===== src/inc/chan_pp_pkg.sv =====
// Constants for the channel 13..16 digital post-processing block.
// Assumes a single 100 MHz clock shared by the APB bus and the sample stream.

package chan_pp_pkg;

    // ==========================================================
    // Widths
    // ==========================================================
    localparam int SAMPLE_W  = 14;
    localparam int ADDR_W    = 12;
    localparam int REG_W     = 16;
    localparam int ACC_W     = 32;
    localparam int HPF_FRAC  = 8;
    localparam int GAIN_FRAC = 12;
    localparam int PRBS_W    = 15;

    // ==========================================================
    // Register indices (byte address is four times the index)
    // ==========================================================
    localparam logic [9:0] IDX_GLOBAL_CTRL = 10'h003;
    localparam logic [9:0] IDX_PAT_MODE    = 10'h004;
    localparam logic [9:0] IDX_GAIN_OFFSET = 10'h037;
    localparam logic [9:0] IDX_OFFSET_COPY = 10'h038;
    localparam logic [9:0] IDX_LANE_HPF    = 10'h039;
    localparam logic [15:0] REG_RESET      = 16'h0000;

    // ==========================================================
    // Field positions
    // ==========================================================
    localparam int GAIN_APPLY_BIT   = 12;
    localparam int OFFSET_APPLY_BIT = 8;
    localparam int LANE_SEL_BIT     = 8;
    localparam int GAIN_MSB         = 15;
    localparam int GAIN_LSB         = 11;
    localparam int OFFSET_MSB       = 9;
    localparam int OFFSET_LSB       = 0;
    localparam int PRBS13_BIT       = 15;
    localparam int PAT13_MSB        = 11;
    localparam int PAT13_LSB        = 9;
    localparam int PAT14_MSB        = 8;
    localparam int PAT14_LSB        = 6;
    localparam int HPF_K_MSB        = 4;
    localparam int HPF_K_LSB        = 1;
    localparam int HPF_ON_BIT       = 0;

    // ==========================================================
    // Test pattern codes and generator seeds
    // ==========================================================
    localparam logic [2:0] PAT_NORMAL = 3'h0;
    localparam logic [2:0] PAT_ZEROS  = 3'h1;
    localparam logic [2:0] PAT_ONES   = 3'h2;
    localparam logic [2:0] PAT_TOGGLE = 3'h3;
    localparam logic [2:0] PAT_RAMP   = 3'h4;
    localparam logic [13:0] TOGGLE_A  = 14'h2AAA;
    localparam logic [13:0] TOGGLE_B  = 14'h1555;
    localparam logic [14:0] PRBS_SEED = 15'h7FFF;

    // Gain factors for N x 0.2 dB, unsigned with GAIN_FRAC fraction bits.
    localparam logic [31:0][15:0] GAIN_TABLE = {
        16'h20AB, 16'h1FED, 16'h1F33, 16'h1E7D, 16'h1DCB, 16'h1D1D, 16'h1C74, 16'h1BCE,
        16'h1B2C, 16'h1A8E, 16'h19F3, 16'h195C, 16'h18C8, 16'h1837, 16'h17AA, 16'h1720,
        16'h169A, 16'h1616, 16'h1595, 16'h1517, 16'h149D, 16'h1425, 16'h13AF, 16'h133C,
        16'h12CC, 16'h125E, 16'h11F4, 16'h118B, 16'h1125, 16'h10C1, 16'h105F, 16'h1000
    };

endpackage : chan_pp_pkg


===== src/design/chan_digital_post_process.sv =====
// Digital high-pass filter and lane test patterns for channels 13 to 16,
// gain and offset for channel 16 only, with an APB register slave.
// Assumes samples arrive on pclk from on-chip logic, so no synchroniser.
//
// Local design decision: register access over APB.

`timescale 1ns/10ps
`default_nettype none

module chan_digital_post_process (
    // Clock and reset.
    input  wire logic                 pclk,
    input  wire logic                 presetn,
    // APB slave.
    input  wire logic                 psel,
    input  wire logic                 penable,
    input  wire logic                 pwrite,
    input  wire logic [11:0]          paddr,
    input  wire logic [31:0]          pwdata,
    input  wire logic [3:0]           pstrb,
    output logic      [31:0]          prdata,
    output logic                      pready,
    output logic                      pslverr,
    // Sample stream in.
    input  wire logic                 sample_valid,
    input  wire logic [13:0]          sample_ch13,
    input  wire logic [13:0]          sample_ch14,
    input  wire logic [13:0]          sample_ch15,
    input  wire logic [13:0]          sample_ch16,
    // Serial lane words out.
    output logic      [13:0]          lane13_data,
    output logic      [13:0]          lane14_data,
    output logic      [13:0]          lane15_data,
    output logic      [13:0]          lane16_data,
    output logic                      lane_valid
);

    // ==========================================================
    // State
    // ==========================================================
    // Configuration, bus answer, filter history and lane words in one register.
    typedef struct packed {
        logic [15:0]       global_ctrl;
        logic [15:0]       pat_mode;
        logic [15:0]       gain_offset;
        logic [15:0]       offset_copy;
        logic [15:0]       lane_hpf;
        logic [31:0]       prdata;
        logic              pready;
        logic              pslverr;
        logic [3:0][13:0]  x_prev;
        logic [3:0][31:0]  y_prev;
        logic [3:0][13:0]  hp;
        logic              hp_vld;
        logic [3:0][14:0]  prbs;
        logic [13:0]       ramp;
        logic              toggle;
        logic [3:0][13:0]  lane;
        logic              lane_vld;
    } state_s;

    state_s st_ff;
    state_s nxt_st;

    // ==========================================================
    // Helpers
    // ==========================================================

    // Clamps a wide signed value to the sample range.
    // Without it a large gain or offset would wrap the sign.
    function automatic logic [13:0] sat_word(input logic signed [31:0] v);
        logic signed [31:0] hi;
        logic signed [31:0] lo;
        hi = 32'sh0000_1FFF;
        lo = -32'sh0000_2000;
        if (v > hi) begin
            return 14'h1FFF;
        end else if (v < lo) begin
            return 14'h2000;
        end else begin
            return v[13:0];
        end
    endfunction : sat_word

    // Merges the low two byte lanes of a write into a 16-bit register.
    // Strobes 2 and 3 are ignored; no strobe changes nothing.
    function automatic logic [15:0] merge(input logic [15:0] old,
                                          input logic [31:0] wd,
                                          input logic [3:0]  strb);
        logic [15:0] r;
        r = old;
        if (strb[0]) begin
            r[7:0] = wd[7:0];
        end
        if (strb[1]) begin
            r[15:8] = wd[15:8];
        end
        return r;
    endfunction : merge

    // Chooses the word for a lane from its pattern code.
    // Unused codes fall back to the live sample.
    function automatic logic [13:0] pick(input logic [2:0]  code,
                                         input logic [13:0] normal,
                                         input logic [13:0] ramp,
                                         input logic        tog);
        case (code)
            chan_pp_pkg::PAT_ZEROS:  return 14'h0000;
            chan_pp_pkg::PAT_ONES:   return 14'h3FFF;
            chan_pp_pkg::PAT_TOGGLE: begin
                return tog ? chan_pp_pkg::TOGGLE_B : chan_pp_pkg::TOGGLE_A;
            end
            chan_pp_pkg::PAT_RAMP:   return ramp;
            default:                 return normal;
        endcase
    endfunction : pick

    // ==========================================================
    // Next-state logic
    // ==========================================================

    // Bus decode, filter, gain, offset and lane selection.
    // Every field holds its value unless a branch below changes it.
    always_comb begin
        logic [9:0]          idx;
        logic                hit;
        logic [31:0]         rd;
        logic                done;
        logic [3:0][13:0]    x_in;
        logic [3:0]          k;
        logic [5:0]          k2;
        logic [5:0]          k3;
        logic [5:0]          k4;
        logic signed [31:0]  s;
        logic signed [31:0]  y;
        logic signed [31:0]  prod;
        logic signed [31:0]  g16;
        logic                sel;
        logic [13:0]         w13;
        logic [13:0]         w14;
        idx  = paddr[11:2];
        hit  = 1'b0;
        rd   = 32'h0000_0000;
        done = 1'b0;
        x_in = {sample_ch16, sample_ch15, sample_ch14, sample_ch13};
        k    = st_ff.lane_hpf[chan_pp_pkg::HPF_K_MSB:chan_pp_pkg::HPF_K_LSB];
        k2   = {1'b0, k, 1'b0};
        k3   = k2 + {2'b00, k};
        k4   = {k, 2'b00};
        s    = 32'sh0;
        y    = 32'sh0;
        prod = 32'sh0;
        g16  = 32'sh0;
        sel  = st_ff.pat_mode[chan_pp_pkg::LANE_SEL_BIT];
        w13  = 14'h0000;
        w14  = 14'h0000;
        nxt_st = st_ff;

        // Register read mux; reserved bits read back as written.
        // A bad index answers with an error and no data.
        case (idx)
            chan_pp_pkg::IDX_GLOBAL_CTRL: begin
                hit = 1'b1;
                rd  = {16'h0000, st_ff.global_ctrl};
            end
            chan_pp_pkg::IDX_PAT_MODE: begin
                hit = 1'b1;
                rd  = {16'h0000, st_ff.pat_mode};
            end
            chan_pp_pkg::IDX_GAIN_OFFSET: begin
                hit = 1'b1;
                rd  = {16'h0000, st_ff.gain_offset};
            end
            chan_pp_pkg::IDX_OFFSET_COPY: begin
                hit = 1'b1;
                rd  = {16'h0000, st_ff.offset_copy};
            end
            chan_pp_pkg::IDX_LANE_HPF: begin
                hit = 1'b1;
                rd  = {16'h0000, st_ff.lane_hpf};
            end
            default: begin
                hit = 1'b0;
            end
        endcase
        if (paddr[1:0] != 2'b00) begin
            hit = 1'b0;
        end

        // One wait state: answer on the second access cycle.
        // It gives the read mux a full cycle before prdata shows.
        done = psel & penable & st_ff.pready;
        nxt_st.pready = psel & penable & ~st_ff.pready;
        if (psel & penable & ~st_ff.pready) begin
            nxt_st.pslverr = ~hit;
            nxt_st.prdata  = (hit & ~pwrite) ? rd : 32'h0000_0000;
        end else begin
            nxt_st.pslverr = 1'b0;
        end

        // Writes land only at the completing edge of the transfer.
        // An error answer blocks the write.
        if (done & pwrite & ~st_ff.pslverr) begin
            case (idx)
                chan_pp_pkg::IDX_GLOBAL_CTRL: begin
                    nxt_st.global_ctrl = merge(st_ff.global_ctrl, pwdata, pstrb);
                end
                chan_pp_pkg::IDX_PAT_MODE: begin
                    nxt_st.pat_mode = merge(st_ff.pat_mode, pwdata, pstrb);
                end
                chan_pp_pkg::IDX_GAIN_OFFSET: begin
                    nxt_st.gain_offset = merge(st_ff.gain_offset, pwdata, pstrb);
                end
                chan_pp_pkg::IDX_OFFSET_COPY: begin
                    nxt_st.offset_copy = merge(st_ff.offset_copy, pwdata, pstrb);
                end
                chan_pp_pkg::IDX_LANE_HPF: begin
                    nxt_st.lane_hpf = merge(st_ff.lane_hpf, pwdata, pstrb);
                end
                default: begin
                    nxt_st.lane_hpf = st_ff.lane_hpf;
                end
            endcase
        end

        // High-pass stage; the series s - s/2^k + s/2^2k - s/2^3k + s/2^4k
        // approximates s * 2^k / (2^k + 1) with error below 2^-5k.
        // Eight fraction bits in the history keep small steps.
        nxt_st.hp_vld = sample_valid;
        if (sample_valid) begin
            for (int i = 0; i < 4; i++) begin
                s = ($signed({{18{x_in[i][13]}}, x_in[i]}) <<< chan_pp_pkg::HPF_FRAC)
                  - ($signed({{18{st_ff.x_prev[i][13]}}, st_ff.x_prev[i]})
                     <<< chan_pp_pkg::HPF_FRAC)
                  + $signed(st_ff.y_prev[i]);
                // The fifth term keeps truncation within one output step.
                y = s - (s >>> k) + (s >>> k2) - (s >>> k3)
                  + (s >>> k4);
                nxt_st.x_prev[i] = x_in[i];
                if (st_ff.lane_hpf[chan_pp_pkg::HPF_ON_BIT]) begin
                    nxt_st.y_prev[i] = y;
                    nxt_st.hp[i]     = sat_word(y >>> chan_pp_pkg::HPF_FRAC);
                end else begin
                    // Bypass; history restarts cleanly when re-enabled.
                    // The input is still recorded for a true first step.
                    nxt_st.y_prev[i] = 32'h0000_0000;
                    nxt_st.hp[i]     = x_in[i];
                end
            end
        end

        // Channel 16 gain then offset.
        // They act on the filtered word, one cycle behind the filter.
        // The product shift rounds toward minus infinity.
        g16 = $signed({{18{st_ff.hp[3][13]}}, st_ff.hp[3]});
        if (st_ff.global_ctrl[chan_pp_pkg::GAIN_APPLY_BIT]) begin
            prod = g16 * $signed({16'h0000, chan_pp_pkg::GAIN_TABLE[
                st_ff.gain_offset[chan_pp_pkg::GAIN_MSB:chan_pp_pkg::GAIN_LSB]]});
            g16  = prod >>> chan_pp_pkg::GAIN_FRAC;
        end
        if (st_ff.global_ctrl[chan_pp_pkg::OFFSET_APPLY_BIT]) begin
            g16 = g16 + $signed({{22{st_ff.gain_offset[chan_pp_pkg::OFFSET_MSB]}},
                st_ff.gain_offset[chan_pp_pkg::OFFSET_MSB:chan_pp_pkg::OFFSET_LSB]});
        end

        // Lane selection; PRBS outranks the pattern code.
        // Lanes 15 and 16 have no pattern code; only PRBS overrides them.
        // All generators share a seed, so enabled lanes match.
        w13 = pick(st_ff.pat_mode[0] ? chan_pp_pkg::PAT_NORMAL :
                   st_ff.lane_hpf[chan_pp_pkg::PAT13_MSB:chan_pp_pkg::PAT13_LSB],
                   st_ff.hp[0], st_ff.ramp, st_ff.toggle);
        w14 = pick(st_ff.lane_hpf[chan_pp_pkg::PAT14_MSB:chan_pp_pkg::PAT14_LSB],
                   st_ff.hp[1], st_ff.ramp, st_ff.toggle);
        nxt_st.lane_vld = st_ff.hp_vld;
        if (st_ff.hp_vld) begin
            nxt_st.lane[0] = sel ? w13 : st_ff.hp[0];
            nxt_st.lane[1] = sel ? w14 : st_ff.hp[1];
            nxt_st.lane[2] = st_ff.hp[2];
            nxt_st.lane[3] = sat_word(g16);
            for (int i = 0; i < 4; i++) begin
                if (sel & st_ff.lane_hpf[chan_pp_pkg::PRBS13_BIT - i]) begin
                    nxt_st.lane[i] = st_ff.prbs[i][13:0];
                end
                nxt_st.prbs[i] = {st_ff.prbs[i][13:0],
                                  st_ff.prbs[i][14] ^ st_ff.prbs[i][13]};
            end
            // Ramp and toggle advance with every sample, shown or not.
            nxt_st.ramp   = st_ff.ramp + 14'h0001;
            nxt_st.toggle = ~st_ff.toggle;
        end
    end

    // ==========================================================
    // State register
    // ==========================================================

    // All configuration clears to zero so every feature starts off.
    // PRBS generators are seeded nonzero; all-zero would never leave. Ramp and toggle clear to zero.
    always_ff @(posedge pclk or negedge presetn) begin
        if (!presetn) begin
            st_ff             <= '0;
            st_ff.global_ctrl <= chan_pp_pkg::REG_RESET;
            st_ff.pat_mode    <= chan_pp_pkg::REG_RESET;
            st_ff.gain_offset <= chan_pp_pkg::REG_RESET;
            st_ff.offset_copy <= chan_pp_pkg::REG_RESET;
            st_ff.lane_hpf    <= chan_pp_pkg::REG_RESET;
            st_ff.prbs        <= {4{chan_pp_pkg::PRBS_SEED}};
        end else begin
            st_ff <= nxt_st;
        end
    end

    // ==========================================================
    // Outputs
    // ==========================================================

    // Every output is a field of the state register.
    // Nothing here is combinational; pins change only on pclk.
    assign prdata      = st_ff.prdata;
    assign pready      = st_ff.pready;
    assign pslverr     = st_ff.pslverr;
    assign lane13_data = st_ff.lane[0];
    assign lane14_data = st_ff.lane[1];
    assign lane15_data = st_ff.lane[2];
    assign lane16_data = st_ff.lane[3];
    assign lane_valid  = st_ff.lane_vld;

endmodule : chan_digital_post_process

`default_nettype wire


===== config.mk =====
export PLATFORM = sky130hd
export DESIGN_NAME = chan_digital_post_process
export DESIGN_NICKNAME = d
export VERILOG_FILES = /design/src/inc/chan_pp_pkg.sv /design/src/design/chan_digital_post_process.sv
export SDC_FILE = /design/constraint.sdc
export NUM_CORES = 2
export LEC_CHECK = 0
export ABC_AREA = 1
export BUFFER_PORTS_ARGS = -buffer_cell sky130_fd_sc_hd__clkbuf_2
export CAP_MARGIN = 20
export CORE_ASPECT_RATIO = 0.5
export CORE_UTILIZATION = 40
export DETAILED_ROUTE_END_ITERATION = 16
export PLACE_DENSITY = 0.65
export REMOVE_ABC_BUFFERS = 1
export SYNTH_ARGS = -nofsm -noshare
export SYNTH_HDL_FRONTEND = slang
export SYNTH_SLANG_ARGS = --single-unit

===== constraint.sdc =====
create_clock -name pclk -period 15.1 [get_ports pclk]
set_clock_uncertainty 0.1 [all_clocks]
set_input_delay 0.755 -clock pclk [delete_from_list [all_inputs] [get_ports pclk]]
set_output_delay 0.755 -clock pclk [all_outputs]
set_load 0.1 [all_outputs]

==> impl_metrics.yaml <==
run_status:
  outcome: "complete, no violations"
place:
  dpl.hpwl_mm: 212
  placed_cell_area_mm2: 0.0737
  io_buffers: 166
  pre_cts_ws_ps: 4350
  gp_congestion: 1.03
  dp.cells: 12800
floorplanning:
  initial_core_util_pct: 40.5
  core_mm2: 0.177
  die_h_um: 302
  rows: 109
  die_w_um: 601
  dieArea_mm2: 0.181
  io_pins: 201
min_path:
  hold_path_class: "in2reg"
  hold_start: "sample_ch15[13]"
  hold_depth: 3
  hold-path-endpoint: "st_ff[358]"
cells_and_area:
  multi_input_area_mm2: 0.0521
  register_area_mm2: 0.0119
  fill_cells: 18900
  drive_gt1_share_pct: 5.40
  area_growth_pct: 5.29
  diodes: 0
  final_cell_area_mm2: 0.0756
  post_layout_nonfiller_instances: 12900
  fin_nets: 11600
grt:
  grt_overflow: 0
  grt_start_max_net_pins: 189
  grtUsageTotal_pct: 29.1
  grt_pass1_vias: 69300
  antenna_found_initial: 4
  grt_first_pass_wirelength_mm: 411
sta:
  fmax_ghz: 0.0923
  tightest_slew_ps: 1050
  finalHoldViolations: 0
  rsz0062_at_grt: "no"
  maxSlewViolCount: 0
  fin_hold_ws_ps: 217
  min_period_ps: 10840
  slew_headroom_pct: 29.8
  setup_viol: 0
  fin_ws_ps: 4260
  fin_crit_sh_pct: 71.8
clock_tree:
  numCtsBuffers: 51
  postCtsSetupBuffers: 0
  clk_pin_slew_ps: 70
  clock-sinks: 471
  cts_resized: 0
  clk_latency_ps: 720
  h-tree-depth: 2
  cts_tree: "done"
  ctsHoldBuffers: 1
  cts_root_buffer: "clkbuf_16"
  cts.path.max_buffers: 3
yosys:
  synth_seq_cells: 471
  synthTopCellsByCount: "3010 x nand2_1, 1377 x inv_1, 1171 x o21ai_0"
  async_reset_ff_share_pct: 100
  syn_area_mm2: 0.0718
  synth_cell_types: 80
  synth_top_area_share_pct: 16.7
  ys_seq_area_share_pct: 16.5
  ys_top_cells_by_area: "fa_1 17%, nand2_1 16%, dfrtp_1 14%"
  synth_flop_cell: "dfrtp_1"
  syn_area_per_cell_um2: 6.68
  synth_cells: 10800
  synth_most_common_cell: "nand2_1"
  synth_edf_count: 0
  yosys.area.top_type: "fa_1"
  yosysWarnings: 0
critical_path:
  end_kind: "register"
  cp_max_fo: 23
  critPathMaxStageDelay_ps: 860
  criticalPathCategory: "reg2reg"
  crit_slowest_cell: "dfrtp_1"
  cp.arrival_ps: 11330
  worstRegToRegCells: 43
  crit_path_frequent_cell: "nand2_1"
  critical_path_required_ps: 15590
  critPathBufInv: 5
  critPathTopFamily: "adder cells"
  ff2ff_setup_slack_ps: 4260
  rr_endpoint: "lane16_data[5]"
  start_kind: "register"
  rr_startpoint: "st_ff[452]"
detailed_routing:
  wl_per_cell_um: 21.0
  antenna_left: 0
  viasPerCell: 5.70
  firstDrtPassIters: 9
  drcViolationCount: 0
  drt-initial-drc-count: 9525
  routed_wirelength_mm: 271
  vias: 73600
run:
  drv_cap: 0
[logic make-up (layout without fill, tap and decap cells)]
| family | after synthesis | count (layout) | share of synthesized area [%] |
|---|---|---|---|
| compound gates | 2467 | 2467 | 19.2 |
| xor+xnor | 240 | 240 | 2.95 |
| fa+ha+maj | 1003 | 1003 | 23.7 |
| buf+inv | 1991 | 1748 | 11.2 |
| flops | 471 | 471 | 16.5 |
| mux | 25 | 25 | 0.352 |
| other cells | 1 | 16 | 0.00522 |
| simple gates | 4556 | 4556 | 26.1 |
[through the flow]
stage | setup TNS (ps) | utilization (%)
2_1_floorplan | -1299380 | -
4_1_cts | 0 | 42.6
6_report | 0 | 42.6
5_1_grt | 0 | 42.6
3_3_place_gp | 0 | 41.6
3_5_place_dp | 0 | 41.6
[metal layers]
layer  up-vias  track usage (%)  share of wire [%]
li1      34400                -                  -
met1     34900             40.5                 43
met2      3684             44.9                 43
met3       575             5.19                9.7
met4         2             11.1                4.1
met5         -                0             0.0033
[state kept, by name (all words and copies together), names as in the netlist]
name         flops
pready           1
lane13_data     14
prdata          16
pslverr          1
lane15_data     14
st_ff          395
lane14_data     14
lane_valid       1
nxt_st           1
lane16_data     14
[how the worst max path moves through the flow]
| stage | start | endpoint | slack, ps | cells past startpoint |
|---|---|---|---|---|
| after floorplan | st_ff[409] | st_ff[161] | -7880 | 33 |
| after global placement | st_ff[452] | lane16_data[5] | 4380 | 43 |
| after detailed placement | st_ff[452] | lane16_data[5] | 4350 | 43 |
| after CTS | st_ff[452] | lane16_data[5] | 4330 | 43 |
| after global routing | st_ff[452] | lane16_data[12] | 3430 | 43 |
| final | st_ff[452] | lane16_data[5] | 4260 | 43 |
[worst min-delay path, cell delays in order]
cell and delay, ps:
clkbuf_2 110, nand2_1 50, o21ai_0 60
[cells in the final DEF (no fill, tap or decap), types with 21 or more instances in the layout]
cell / n
a31oi_1: 132
o21ai_1: 51
xnor2_1: 78
a21o_1: 38
a211oi_1: 21
clkbuf_16: 51
nor2_1: 646
nand4_1: 47
o21bai_1: 39
a21oi_1: 652
nand3_1: 612
dfrtp_1: 406
o22ai_1: 82
o211ai_1: 89
inv_1: 1372
o221ai_1: 68
nor3_1: 69
clkbuf_2: 164
nand2_1: 3009
nand2_2: 42
buf_4: 60
xor2_1: 158
o21ai_0: 1171
mux2i_1: 23
dfstp_2: 60
inv_2: 21
fa_1: 598
ha_1: 403
[layout make-up]
cell class / instances / share of cell area (%)
multi-input cells: 8307 / 68.9
clock buffers: 67 / 1.89
well taps: 2386 / 3.95
inverters: 1420 / 7.12
repair buffers: 232 / 1.87
clock inverters: 29 / 0.563
flip-flops and latches: 471 / 15.7
Power is left out: the tool's default activity adds up to more than one toggle a clock period on the data nets, which glitch-free logic cannot reach.
